==> config.mk <==
export PLATFORM = sky130hd
export DESIGN_NAME = pcgm_monitor
export DESIGN_NICKNAME = d
export VERILOG_FILES = /design/src/rtl/pcgm_monitor.v
export VERILOG_INCLUDE_DIRS = /design/src /design/src/rtl
export SDC_FILE = /design/constraint.sdc
export NUM_CORES = 2
export LEC_CHECK = 0
export BUFFER_PORTS_ARGS = -buffer_cell sky130_fd_sc_hd__buf_2
export CORE_MARGIN = 3
export CORE_UTILIZATION = 56
export DETAILED_ROUTE_END_ITERATION = 16
export PLACE_DENSITY = 0.87
export SYNTH_ARGS = -nofsm -noshare
export SYNTH_HDL_FRONTEND = slang
export SYNTH_SLANG_ARGS = --single-unit
==> constraint.sdc <==
create_clock -name clk_i -period 8.3 [get_ports clk_i]
set_input_delay 1.66 -clock clk_i [delete_from_list [all_inputs] [get_ports clk_i]]
set_output_delay 1.66 -clock clk_i [all_outputs]
set_load 0.01 [all_outputs]
==> src/rtl/pcgm_regs.vh <==
// Function
// - Temperature comes from one selected source.
// - Report selected temperature and on-chip temperature always.
// - Integrate signed 15-bit sense current continuously.
// - Subtract self consumption from reported current.
// - Three modes; one latched per power-on.
// - Accumulate mode updates measurements every second.
// - Accumulated data valid only while active; here it can outlast power-off by one cycle.
// - Health mode measures right after power-on.
// - Health low flag when state at threshold.
// - Low voltage warning, optionally alerting.
// - Low and high temperature warnings, optionally alerting.
// - Alert flag is mask AND status bit.
// - First voltage after power-on is OCV.
// - Single active mode while power-on asserted.
// - Subcommand 002E enables history logging.
// - Min/max kept in RAM, committed on command; here only the shared stop code commits, and only while running.
// - Hash input is message then key.
// - Pad with one, 159 zeros, length 288.
// - Standard SHA-1 compression gives 160-bit digest.
`ifndef PCGM_REGS_VH
`define PCGM_REGS_VH
`define PCGM_TICK_MS        1000
`define PCGM_CLK_KHZ        10000
`define PCGM_MODE_ACC       2'h0
`define PCGM_MODE_HEALTH    2'h1
`define PCGM_MODE_END       2'h2
`define PCGM_CMD_START      16'h0011
`define PCGM_CMD_STOP       16'h0012
`define PCGM_CMD_LOG_EN     16'h002e
`define PCGM_CMD_COMMIT     16'h0012
`define PCGM_CMD_FRESH      16'ha613
`define PCGM_ST_VLOW        0
`define PCGM_ST_TLOW        1
`define PCGM_ST_THIGH       2
`define PCGM_ST_HLOW        3
`define PCGM_CS_ACTIVE      0
`define PCGM_CS_DONE        1
`define PCGM_CS_LOGEN       2
`define PCGM_AL_ACTIVE      4
`define PCGM_AL_DONE        5
`define PCGM_LOG_WORDS      3'h6
`define PCGM_PAD_ZEROS      159
`define PCGM_PAD_LEN        64'h0000000000000120
`define PCGM_SHA_ROUNDS     7'h4f
`define PCGM_H0             32'h67452301
`define PCGM_H1             32'hefcdab89
`define PCGM_H2             32'h98badcfe
`define PCGM_H3             32'h10325476
`define PCGM_H4             32'hc3d2e1f0
`define PCGM_K0             32'h5a827999
`define PCGM_K1             32'h6ed9eba1
`define PCGM_K2             32'h8f1bbcdc
`define PCGM_K3             32'hca62c1d6
`define PCGM_T20            7'h14
`define PCGM_T40            7'h28
`define PCGM_T60            7'h3c
`endif

==> src/rtl/pcgm_monitor.v <==
`timescale 1ns/10ps
`default_nettype none
`include "pcgm_regs.vh"
module pcgm_monitor #(
  parameter TICK_CYCLES = `PCGM_TICK_MS * `PCGM_CLK_KHZ
) (
  input  wire         clk_i,
  input  wire         reset_n_i,
  input  wire         power_on_input_i,
  input  wire [1:0]   mode_sel_i,
  input  wire         temp_source_select_i,
  input  wire         meas_valid_i,
  input  wire [15:0]  cell_voltage_i,
  input  wire [15:0]  ext_temp_i,
  input  wire [15:0]  onchip_temp_i,
  input  wire [14:0]  sense_code_i,
  input  wire [15:0]  self_consumption_current_i,
  input  wire [7:0]   state_value_i,
  input  wire [7:0]   health_low_threshold_i,
  input  wire [15:0]  volt_low_threshold_i,
  input  wire [15:0]  temp_low_threshold_i,
  input  wire [15:0]  temp_high_threshold_i,
  input  wire [7:0]   alert_mask_bits_i,
  input  wire         impedance_valid_i,
  input  wire [15:0]  impedance_i,
  input  wire         cmd_valid_i,
  input  wire [15:0]  cmd_code_i,
  input  wire         sha_start_i,
  input  wire [159:0] sha_msg_i,
  input  wire [127:0] sha_key_i,
  output reg          active_o,
  output reg  [15:0]  temperature_o,
  output reg  [15:0]  onchip_temp_reading_o,
  output reg  [15:0]  voltage_o,
  output reg  [15:0]  current_o,
  output reg  [31:0]  coulomb_o,
  output wire         acc_data_valid_o,
  output reg  [15:0]  ocv_o,
  output reg  [7:0]   health_o,
  output reg          health_valid_o,
  output reg  [7:0]   cell_status_flags_o,
  output reg  [15:0]  ctrl_state_word_o,
  output reg  [7:0]   cell_alert_flags_o,
  output reg          alert_o,
  output reg  [15:0]  fresh_cell_resistance_o,
  output reg          flash_we_o,
  output reg  [2:0]   flash_addr_o,
  output reg  [15:0]  flash_data_o,
  output reg          sha_busy_o,
  output reg          sha_done_o,
  output reg  [159:0] sha_digest_o
);
  // One-hot sequencer states; a flush ends in DONE unless power drops first, so the host sees stop complete.
  localparam S_IDLE  = 4'h1;
  localparam S_RUN   = 4'h2;
  localparam S_FLUSH = 4'h4;
  localparam S_DONE  = 4'h8;

  // Power-on pin is asynchronous; a change counts only when stages two and three agree.
  // Stage one may go metastable, so nothing but stage two ever reads it.
  reg [2:0] pon_sync_q;
  reg       pon_q;
  reg       pon_rise_q;
  always @(posedge clk_i) begin
    if (!reset_n_i) begin
      pon_sync_q <= 3'h0;
      pon_q      <= 1'b0;
      pon_rise_q <= 1'b0;
    end else begin
      pon_sync_q <= {pon_sync_q[1:0], power_on_input_i};
      pon_rise_q <= 1'b0;
      if (pon_sync_q[1] == pon_sync_q[2] && pon_q != pon_sync_q[2]) begin
        pon_q      <= pon_sync_q[2];
        pon_rise_q <= pon_sync_q[2];
      end
    end
  end

  // The one active mode simply follows the filtered pin level.
  // Dropping the pin ends the active mode; the sequencer then falls back to idle.
  always @(posedge clk_i) begin
    if (!reset_n_i) begin
      active_o <= 1'b0;
    end else begin
      active_o <= pon_q;
    end
  end

  // Mode is sampled once per power-on so a stray change on the strap cannot swap algorithms.
  // A service-end setting is held like any other code and simply runs no sequencer here.
  reg [1:0] mode_q;
  always @(posedge clk_i) begin
    if (!reset_n_i) begin
      mode_q <= `PCGM_MODE_ACC;
    end else if (pon_rise_q) begin
      mode_q <= mode_sel_i;
    end
  end
  wire acc_mode = (mode_q == `PCGM_MODE_ACC);
  wire hlt_mode = (mode_q == `PCGM_MODE_HEALTH);

  // One second divider; the tick is a single-cycle enable.
  // The divider idles at zero while unpowered, so the first update lands a full period in.
  reg [31:0] tick_cnt_q;
  reg        tick_q;
  always @(posedge clk_i) begin
    if (!reset_n_i || !active_o) begin
      tick_cnt_q <= 32'h0;
      tick_q     <= 1'b0;
    end else if (tick_cnt_q == TICK_CYCLES - 1) begin
      tick_cnt_q <= 32'h0;
      tick_q     <= 1'b1;
    end else begin
      tick_cnt_q <= tick_cnt_q + 32'h1;
      tick_q     <= 1'b0;
    end
  end

  // Command decode and the accumulation sequencer.
  // Stop and commit share one code, so ending accumulation also saves the history.
  wire cmd_start  = cmd_valid_i && cmd_code_i == `PCGM_CMD_START;
  wire cmd_stop   = cmd_valid_i && cmd_code_i == `PCGM_CMD_STOP;
  wire cmd_commit = cmd_valid_i && cmd_code_i == `PCGM_CMD_COMMIT;
  wire cmd_log_en = cmd_valid_i && cmd_code_i == `PCGM_CMD_LOG_EN;
  wire cmd_fresh  = cmd_valid_i && cmd_code_i == `PCGM_CMD_FRESH;
  reg [3:0] state_q;
  reg [2:0] flush_idx_q;
  reg       log_en_q;
  always @(posedge clk_i) begin
    if (!reset_n_i || !active_o) begin
      state_q <= S_IDLE;
    end else begin
      case (state_q)
        S_IDLE:  if (cmd_start && acc_mode) state_q <= S_RUN;
        S_RUN:   if (cmd_stop) state_q <= S_FLUSH;
        S_FLUSH: if (!log_en_q || flush_idx_q == `PCGM_LOG_WORDS - 3'h1) state_q <= S_DONE;
        S_DONE:  if (cmd_start && acc_mode) state_q <= S_RUN;
        default: state_q <= S_IDLE;
      endcase
    end
  end
  // Data is only offered to the host while accumulation runs.
  // The host must not cut power while running, or this may show one cycle past power-off.
  assign acc_data_valid_o = acc_mode && state_q == S_RUN;

  // Measurement strobe: each second in accumulate mode, plus the first sample after power-on in every mode.
  // A sample that misses the tick is still integrated, only not reported.
  reg  first_q;
  wire take = meas_valid_i && active_o && ((acc_mode && tick_q) || first_q);
  wire [15:0] sel_temp = temp_source_select_i ? ext_temp_i : onchip_temp_i;
  wire [15:0] cur_raw  = {sense_code_i[14], sense_code_i};
  wire [15:0] cur_net  = cur_raw - self_consumption_current_i;

  // Reported measurements, coulomb integration and the open-circuit capture.
  always @(posedge clk_i) begin
    if (!reset_n_i) begin
      temperature_o         <= 16'h0;
      onchip_temp_reading_o <= 16'h0;
      voltage_o             <= 16'h0;
      current_o             <= 16'h0;
      coulomb_o             <= 32'h0;
      ocv_o                 <= 16'h0;
      first_q               <= 1'b0;
      health_o              <= 8'h0;
      health_valid_o        <= 1'b0;
    end else begin
      if (pon_rise_q) begin
        first_q        <= 1'b1;
        health_valid_o <= 1'b0;
      end
      if (take) begin
        temperature_o         <= sel_temp;
        onchip_temp_reading_o <= onchip_temp_i;
        voltage_o             <= cell_voltage_i;
        current_o             <= cur_net;
        first_q               <= 1'b0;
        if (first_q) begin
          ocv_o <= cell_voltage_i;
        end
        if (first_q && hlt_mode) begin
          health_o       <= state_value_i;
          health_valid_o <= 1'b1;
        end
      end
      // Integration keeps going on every sample, not only on the reporting tick.
      if (cmd_fresh) begin
        coulomb_o <= 32'h0;
      end else if (meas_valid_i && active_o) begin
        coulomb_o <= coulomb_o + {{16{cur_net[15]}}, cur_net};
      end
    end
  end

  // Warnings are combinational comparisons held in the status word.
  // There is no hysteresis, so a reading that hovers at a threshold may toggle its flag.
  wire vlow  = voltage_o < volt_low_threshold_i;
  wire tlow  = $signed(temperature_o) < $signed(temp_low_threshold_i);
  wire thigh = $signed(temperature_o) > $signed(temp_high_threshold_i);
  wire hlow  = health_valid_o && health_o <= health_low_threshold_i;
  wire [7:0] alert_src = {2'h0, state_q == S_DONE, state_q == S_RUN, hlow, thigh, tlow, vlow};
  always @(posedge clk_i) begin
    if (!reset_n_i) begin
      cell_status_flags_o <= 8'h0;
      ctrl_state_word_o   <= 16'h0;
      cell_alert_flags_o  <= 8'h0;
      alert_o             <= 1'b0;
    end else begin
      cell_status_flags_o <= {4'h0, hlow, thigh, tlow, vlow};
      ctrl_state_word_o   <= {13'h0, log_en_q, state_q == S_DONE, state_q == S_RUN};
      cell_alert_flags_o  <= alert_mask_bits_i & alert_src;
      alert_o             <= |(alert_mask_bits_i & alert_src);
    end
  end

  // History min/max in RAM; written out word by word when the shared stop/commit code ends a run.
  // Current and temperature compare unsigned, a limitation for readings below zero.
  reg [15:0] hist_q [0:5];
  integer i;
  always @(posedge clk_i) begin
    if (!reset_n_i || cmd_fresh) begin
      for (i = 0; i < 6; i = i + 2) begin
        hist_q[i]     <= 16'h0;
        hist_q[i + 1] <= 16'hffff;
      end
    end else if (take && log_en_q) begin
      if (cell_voltage_i > hist_q[0]) hist_q[0] <= cell_voltage_i;
      if (cell_voltage_i < hist_q[1]) hist_q[1] <= cell_voltage_i;
      if (cur_net > hist_q[2]) hist_q[2] <= cur_net;
      if (cur_net < hist_q[3]) hist_q[3] <= cur_net;
      if (sel_temp > hist_q[4]) hist_q[4] <= sel_temp;
      if (sel_temp < hist_q[5]) hist_q[5] <= sel_temp;
    end
  end

  // Flash writes happen only in the flush state, which the shared stop/commit code opens from the run state.
  // One word leaves per cycle, so a slow store behind these pins must buffer the burst.
  always @(posedge clk_i) begin
    if (!reset_n_i) begin
      log_en_q     <= 1'b0;
      flush_idx_q  <= 3'h0;
      flash_we_o   <= 1'b0;
      flash_addr_o <= 3'h0;
      flash_data_o <= 16'h0;
    end else begin
      if (cmd_log_en) log_en_q <= 1'b1;
      flash_we_o <= 1'b0;
      if (state_q == S_FLUSH && log_en_q) begin
        flash_we_o   <= 1'b1;
        flash_addr_o <= flush_idx_q;
        flash_data_o <= hist_q[flush_idx_q];
        flush_idx_q  <= flush_idx_q + 3'h1;
      end else begin
        flush_idx_q <= 3'h0;
      end
      if (cmd_commit && state_q != S_RUN) log_en_q <= log_en_q;
    end
  end

  // Fresh cell: the first impedance update after the command is kept as new resistance.
  // A repeated command re-arms the capture even while an earlier one still waits.
  reg fresh_arm_q;
  always @(posedge clk_i) begin
    if (!reset_n_i) begin
      fresh_arm_q             <= 1'b0;
      fresh_cell_resistance_o <= 16'h0;
    end else if (cmd_fresh) begin
      fresh_arm_q <= 1'b1;
    end else if (fresh_arm_q && impedance_valid_i) begin
      fresh_arm_q             <= 1'b0;
      fresh_cell_resistance_o <= impedance_i;
    end
  end

  // One SHA-1 round per cycle; a sixteen-word window supplies the message schedule.
  // The block is copied at start, so message and key may change while the rounds run.
  wire [511:0] block = {sha_msg_i, sha_key_i, 1'b1, {`PCGM_PAD_ZEROS{1'b0}}, `PCGM_PAD_LEN};
  reg [31:0] w_q [0:15];
  reg [31:0] a_q, b_q, c_q, d_q, e_q;
  reg [6:0]  t_q;
  reg [31:0] f, k, wn, tmp;
  // Round function and constant change every twenty rounds.
  always @* begin
    if (t_q < `PCGM_T20) begin
      f = (b_q & c_q) | (~b_q & d_q);
      k = `PCGM_K0;
    end else if (t_q < `PCGM_T40) begin
      f = b_q ^ c_q ^ d_q;
      k = `PCGM_K1;
    end else if (t_q < `PCGM_T60) begin
      f = (b_q & c_q) | (b_q & d_q) | (c_q & d_q);
      k = `PCGM_K2;
    end else begin
      f = b_q ^ c_q ^ d_q;
      k = `PCGM_K3;
    end
    wn  = w_q[13] ^ w_q[8] ^ w_q[2] ^ w_q[0];
    wn  = {wn[30:0], wn[31]};
    tmp = {a_q[26:0], a_q[31:27]} + f + e_q + k + w_q[0];
  end
  integer j;
  // A start while busy is ignored; done pulses once when the last round retires.
  always @(posedge clk_i) begin
    if (!reset_n_i) begin
      sha_busy_o   <= 1'b0;
      sha_done_o   <= 1'b0;
      sha_digest_o <= 160'h0;
      t_q <= 7'h0;
      a_q <= 32'h0;
      b_q <= 32'h0;
      c_q <= 32'h0;
      d_q <= 32'h0;
      e_q <= 32'h0;
      for (j = 0; j < 16; j = j + 1) w_q[j] <= 32'h0;
    end else begin
      sha_done_o <= 1'b0;
      if (!sha_busy_o && sha_start_i) begin
        sha_busy_o <= 1'b1;
        t_q <= 7'h0;
        a_q <= `PCGM_H0;
        b_q <= `PCGM_H1;
        c_q <= `PCGM_H2;
        d_q <= `PCGM_H3;
        e_q <= `PCGM_H4;
        for (j = 0; j < 16; j = j + 1) w_q[j] <= block[511 - 32 * j -: 32];
      end else if (sha_busy_o) begin
        a_q <= tmp;
        b_q <= a_q;
        c_q <= {b_q[1:0], b_q[31:2]};
        d_q <= c_q;
        e_q <= d_q;
        for (j = 0; j < 15; j = j + 1) w_q[j] <= w_q[j + 1];
        w_q[15] <= wn;
        t_q <= t_q + 7'h1;
        // Feed-forward adds the chaining values to the state after the last round.
        if (t_q == `PCGM_SHA_ROUNDS) begin
          sha_busy_o   <= 1'b0;
          sha_done_o   <= 1'b1;
          sha_digest_o <= {`PCGM_H0 + tmp, `PCGM_H1 + a_q, `PCGM_H2 + {b_q[1:0], b_q[31:2]},
                           `PCGM_H3 + c_q, `PCGM_H4 + d_q};
        end
      end
    end
  end
endmodule // pcgm_monitor
`default_nettype wire

### Word-level counts from Yosys, hierarchy flattened

Memories as Yosys holds them, arrays and structs flattened. A register that Yosys moved wholly into a read port is not among the register bits.
Cells that the tools add are included.

* flip-flop bits (word level): 554
* RAM bits: 608
* bits of input ports: 481
* output and inout bits: 354
* logic and storage cells: 295
* memories: 2

Memory list
* w_q: depth 16, width 32, rd ports 16, clocked after Yosys merged registers in 0, write ports 16, RTL line pcgm_monitor.v:277 `reg [31:0] w_q [0:15];`
* hist_q: depth 6, width 16, rd ports 7, clocked after Yosys merged registers in 1, write ports 6, RTL line pcgm_monitor.v:217 `reg [15:0] hist_q [0:5];`

* $add $sub $neg: 14
* order comparisons: 13
* equality and inequality tests: 18
* muxes and demuxes: 104
* bitwise operators: 57
* reductions and logical operators: 44

Operators by type and width (count)
* $mux W32: 43
* $add A32 B32 Y32: 5
* $xor A32 B32 Y32: 5
* $and A32 B32 Y32: 4
* $mux W16: 7
* $add A32 B32 Y32 const A: 3
* $or A32 B32 Y32: 3
* $mux W31: 3
* $lt A16 B16 Y1: 5
* $gt A16 B16 Y1: 4
* $mux W29: 2
* $mux W1: 45
* $or A1 B1 Y1: 38
* $add A29 B32 Y32 const A: 1
* $add A31 B32 Y32 const A: 1
* $add A32 B1 Y32 const B: 1
* $eq A16 B5 Y1 const B: 2
* $eq A32 B24 Y1 const B: 1
* $not A32 Y32: 1
* $logic_and A1 B1 Y1: 17
* $eq A16 B16 Y1 const B: 1
* $eq A16 B6 Y1 const B: 1
* $sub A16 B16 Y16: 1
* $lt A7 B6 Y1 const B: 2
* other kinds (29): 54

### Longest topological paths before layout

* depth after elaboration: 12
* gate-level depth with buffers: 27
* gate-level depth less buffers: 27

### Least setup slack after synthesis

No wires, ideal clock.

* path kind: input to register
* from: input port reset_n_i
* to: memory w_q[3][4], in the netlist w_q[0][100], enable pin
* library setup time: 0.598 ns
* data arrival time: 7.100 ns
* required time: 7.702 ns
* slack: 0.602 ns
* cell stages on the path: 4
* buffers on the path: 2
* cell sequence: inv_1 > clkbuf_1 > clkbuf_1 > or3_1

RTL lines
* start: declaration: RTL line pcgm_monitor.v:8 `input wire reset_n_i,`
* end: declaration: RTL line pcgm_monitor.v:277

### Final worst setup path

* from: register t_q[4]
* to: register sha_digest_o[159]

* word-level cells in the longest chain between the ends: 9
* elaborated cells between the ends (all ways): 16
* classes of those cells: 5 x add/sub; 3 x order compare; 1 x eq/ne; 6 x mux; 1 x reduce/logical

Ends and longest elaborated chain
* start: declaration: RTL line pcgm_monitor.v:279 `reg [6:0] t_q;`
* start signal: assignment: RTL line pcgm_monitor.v:333 `t_q <= t_q + 7'h1;`
* $lt A7 B6 Y1 (no source line)
* $mux W32: RTL line pcgm_monitor.v:289 `` end else if (t_q < `PCGM_T60) begin ``
* $mux W32: RTL line pcgm_monitor.v:286 `` end else if (t_q < `PCGM_T40) begin ``
* $mux W32: RTL line pcgm_monitor.v:283 `` if (t_q < `PCGM_T20) begin ``
* $add A32 B32 Y32 (4 in a row): RTL line pcgm_monitor.v:298 `tmp = {a_q[26:0], a_q[31:27]} + f + e_q + k + w_q[0];`
* $add A31 B32 Y32 (no source line)
* end signal: assignment: RTL line pcgm_monitor.v:338 `` sha_digest_o <= {`PCGM_H0 + tmp, `PCGM_H1 + a_q, `PCGM_H2 + {b_q[1:0], b_q[31:2]}, ``
* end: declaration: RTL line pcgm_monitor.v:51 `output reg [159:0] sha_digest_o`

Several ways; a longest one is shown, not always the timed one.
A chain may end at the register's enable or synchronous reset.

==> results.tsv <==
metric	value	unit
gp_congestion	0.979	
clkTransAtPathRegs	60	ps
cp_data_required_time	8900	ps
gr-total-overflow	0	
n_fill_cell	7900	
synthTopCellsByArea	edfxtp_1, dfxtp_1, ha_1	
grt_pass1_wl	274000	um
hold_slack	446	ps
final_util	0.654	
final_design_area_no_fill	0.0684	mm2
power.switching	6.33	mW
rsz0062_at_grt	false	
max_freq	139	MHz
drc	0	
wire_per_inst	22.8	um
route.antenna.remaining_nets	0	
synth_top_area_share	0.307	
arrival	7800	ps
areaGrowthSynthToFinish	15.0	%
hold_viol	0	
cap_viol_max_count	0	
worstSetupPathType	reg2reg	
first_pass_iters	6	
ctsLongestPathBuffers	3	
yosysWarnings	0	
switching_share	0.351	
root_buffer	clkbuf_16	
min_period	7190	ps
cts.hold.buffers_added	0	
slew_violations	0	
clock_sinks	1159	
synth_area	0.0595	mm2
io-pin-count	835	
end_kind	register	
layout-drive-gt1-share	0.175	
pwr-share-clk	0.311	
grt_pass1_vias	46000	
cts_resized	0	
synth-seq-cells	1159	
drt_iter0_markers	5300	
setup_tns	0	ps
p_comb_frac	0.312	
grt_use_total	0.318	
synth_enable_flop_cells	608	
async_flop_share	0	
cts_buffers	118	
tightest_slew	1250	ps
power	18.0	mW
p_int	11.7	mW
post_cts_buffers	0	
avgSynthCellArea	10.1	um2
pwr_density_cell	264	mW/mm2
hpwl	129000	um
vias_per_cell	6.03	
worst_setup_path_start_kind	register	
holdCritPathClass	reg2reg	
final_nets	7344	
yosys.area.top_type	edfxtp_1	
grt_start_max_net_pins	229	
die_h	332	um
core	0.105	mm2
worstSkewPairLatency	740	ps
fin_crit_sh	0.867	
vias	48300	
placed_area	0.0642	mm2
slew_headroom	0.143	
dieArea	0.110	mm2
die_w	332	um
setup_viol	0	
htreeDepth	3	
portBuffers	813	
skew	52.2	ps
peakVddDrop	0.000204	V
leakagePower	29.9	nW
synth_cell_types	109	
crit_path_max_fanout	9	
totalWireLength	182000	um
cts_tree	done	
outcome	finished, final reports clean	
antenna_found_initial	34	
synth.yosys.seq_area_share	0.492	
pwr-share-seq	0.377	
synth_ff_type	edfxtp_1	
core.rowCount	118	
synth_cells	5891	
start_util	0.569	
[layout make-up]
class,count,area [um2],share of cell area
Antenna cell,23,57.6,0.000842
Clock buffer,150,3240,0.0473
Clock inverter,71,857,0.0125
Inverter,398,1500,0.0220
Multi-Input combinational cell,3962,27200,0.398
Sequential cell,1159,29300,0.428
Tap cell,1380,1730,0.0252
Timing Repair Buffer,864,4480,0.0655
[stage by stage]
step	worst slack, ps	std cells
global placement	1020	7763
CTS	1260	7984
global route	734	8000
finish	1110	8007
detailed placement	949	7763
floorplan	602	5909
[power groups by stage]
| stage | combinational, mW | clock [mW] | sequential, mW |
|---|---|---|---|
| 2_1_floorplan | 4.19 | 0 | 6.73 |
| 3_3_place_gp | 5.34 | 0 | 6.89 |
| 3_5_place_dp | 5.46 | 0 | 6.91 |
| 4_1_cts | 5.52 | 5.65 | 6.79 |
| 5_1_grt | 6.11 | 5.86 | 6.84 |
| 6_report | 5.62 | 5.61 | 6.81 |
[worst paths after layout]
| check | slack (ps) | cells after the start | to | start |
|---|---|---|---|---|
| max reg2reg | 1110 | 23 | sha_digest_o[159] | t_q[4] |
| min reg2reg | 450 | 2 | sha_digest_o[17] | sha_digest_o[17] |
| max | 1110 | 23 | sha_digest_o[159] | t_q[4] |
| min | 450 | 2 | sha_digest_o[17] | sha_digest_o[17] |
[cells in the mapped netlist, types with 10 or more instances]
| library cell | n |
|---|---|
| o21bai_1 | 12 |
| ha_1 | 238 |
| buf_2 | 13 |
| nor3_1 | 121 |
| clkbuf_1 | 310 |
| xnor2_1 | 230 |
| o31ai_1 | 21 |
| o21ai_0 | 149 |
| nand2b_1 | 36 |
| a211oi_1 | 129 |
| a31oi_1 | 18 |
| nand4_1 | 39 |
| a21o_1 | 76 |
| o21ai_1 | 19 |
| nor2b_1 | 23 |
| mux2i_1 | 157 |
| o211ai_1 | 12 |
| o221a_2 | 10 |
| or3_1 | 23 |
| a221oi_1 | 14 |
| a22oi_1 | 225 |
| nand2_1 | 458 |
| edfxtp_1 | 608 |
| mux4_2 | 16 |
| nor3b_1 | 13 |
| and2_1 | 39 |
| fa_1 | 122 |
| buf_4 | 21 |
| inv_1 | 395 |
| xor2_1 | 80 |
| a22o_1 | 64 |
| nor2_1 | 772 |
| a21oi_1 | 300 |
| o21a_1 | 45 |
| and3_1 | 220 |
| nand3_1 | 69 |
| buf_1 | 39 |
| dfxtp_1 | 551 |
| a311oi_1 | 17 |
[flip-flops by register name, indices dropped and copies added, names as in the netlist, 6 cells and up]
register	count
w_q	512
sha_digest_o	160
hist_q	96
a_q	32
b_q	32
c_q	32
coulomb_o	32
d_q	32
e_q	32
tick_cnt_q	32
current_o	16
flash_data_o	16
fresh_cell_resistance_o	16
ocv_o	16
onchip_temp_reading_o	16
temperature_o	16
voltage_o	16
health_o	8
t_q	7
cell_alert_flags_o	6
[cell usage in the layout (no fill, tap or decap), types with 129 or more instances in the layout]
| master | count |
|---|---|
| dfxtp_1 | 549 |
| inv_1 | 393 |
| edfxtp_1 | 608 |
| nor2_1 | 770 |
| a22oi_1 | 225 |
| buf_2 | 812 |
| nand2_1 | 456 |
| mux2i_1 | 157 |
| a211oi_1 | 129 |
| ha_1 | 238 |
| xnor2_1 | 230 |
| and3_1 | 219 |
| o21ai_0 | 149 |
| a21oi_1 | 300 |
[cells by family (layout without fill, tap and decap cells)]
logic type | count (synthesis) | after routing | synth area share
DFF | 1159 | 1159 | 0.492
xor gates and xnor gates | 313 | 313 | 0.0465
muxes | 174 | 174 | 0.0327
AOI/OAI and AO/OA | 1210 | 1210 | 0.139
adders and majority gates | 360 | 360 | 0.0911
and+or+nand+nor | 1886 | 1886 | 0.146
other | 1 | 42 | 0.0000630
buffers and inverters | 788 | 1483 | 0.0523
[layer usage]
layer	up-vias	share of wire	routed length (um)	GRT usage
met5	-	0.00052	95	0
met4	18	0.046	8340	0.139
met3	448	0.11	19200	0.0648
met2	2656	0.45	81700	0.488
met1	23200	0.40	73000	0.440
li1	21900	-	-	-
[worst max-delay path: stages, from the launching register on]
cell       delay (ps)
dfxtp_1           390
a41o_1            340
nor2_1            510
clkinv_1          420
o221a_2           380
fa_1              490
inv_1              60
fa_1              500
fa_1              520
inv_1              40
ha_1              230
inv_1              80
fa_1              200
and2b_1           250
o2111ai_1         270
nand3_2           200
a21oi_1           380
o21ai_0           190
xor2_1            450
a31oi_1           170
a211oi_2          450
o21ai_1           160
a211oi_1          300
nor3b_2            80
No activity file was read; power rests on OpenSTA's default activity.
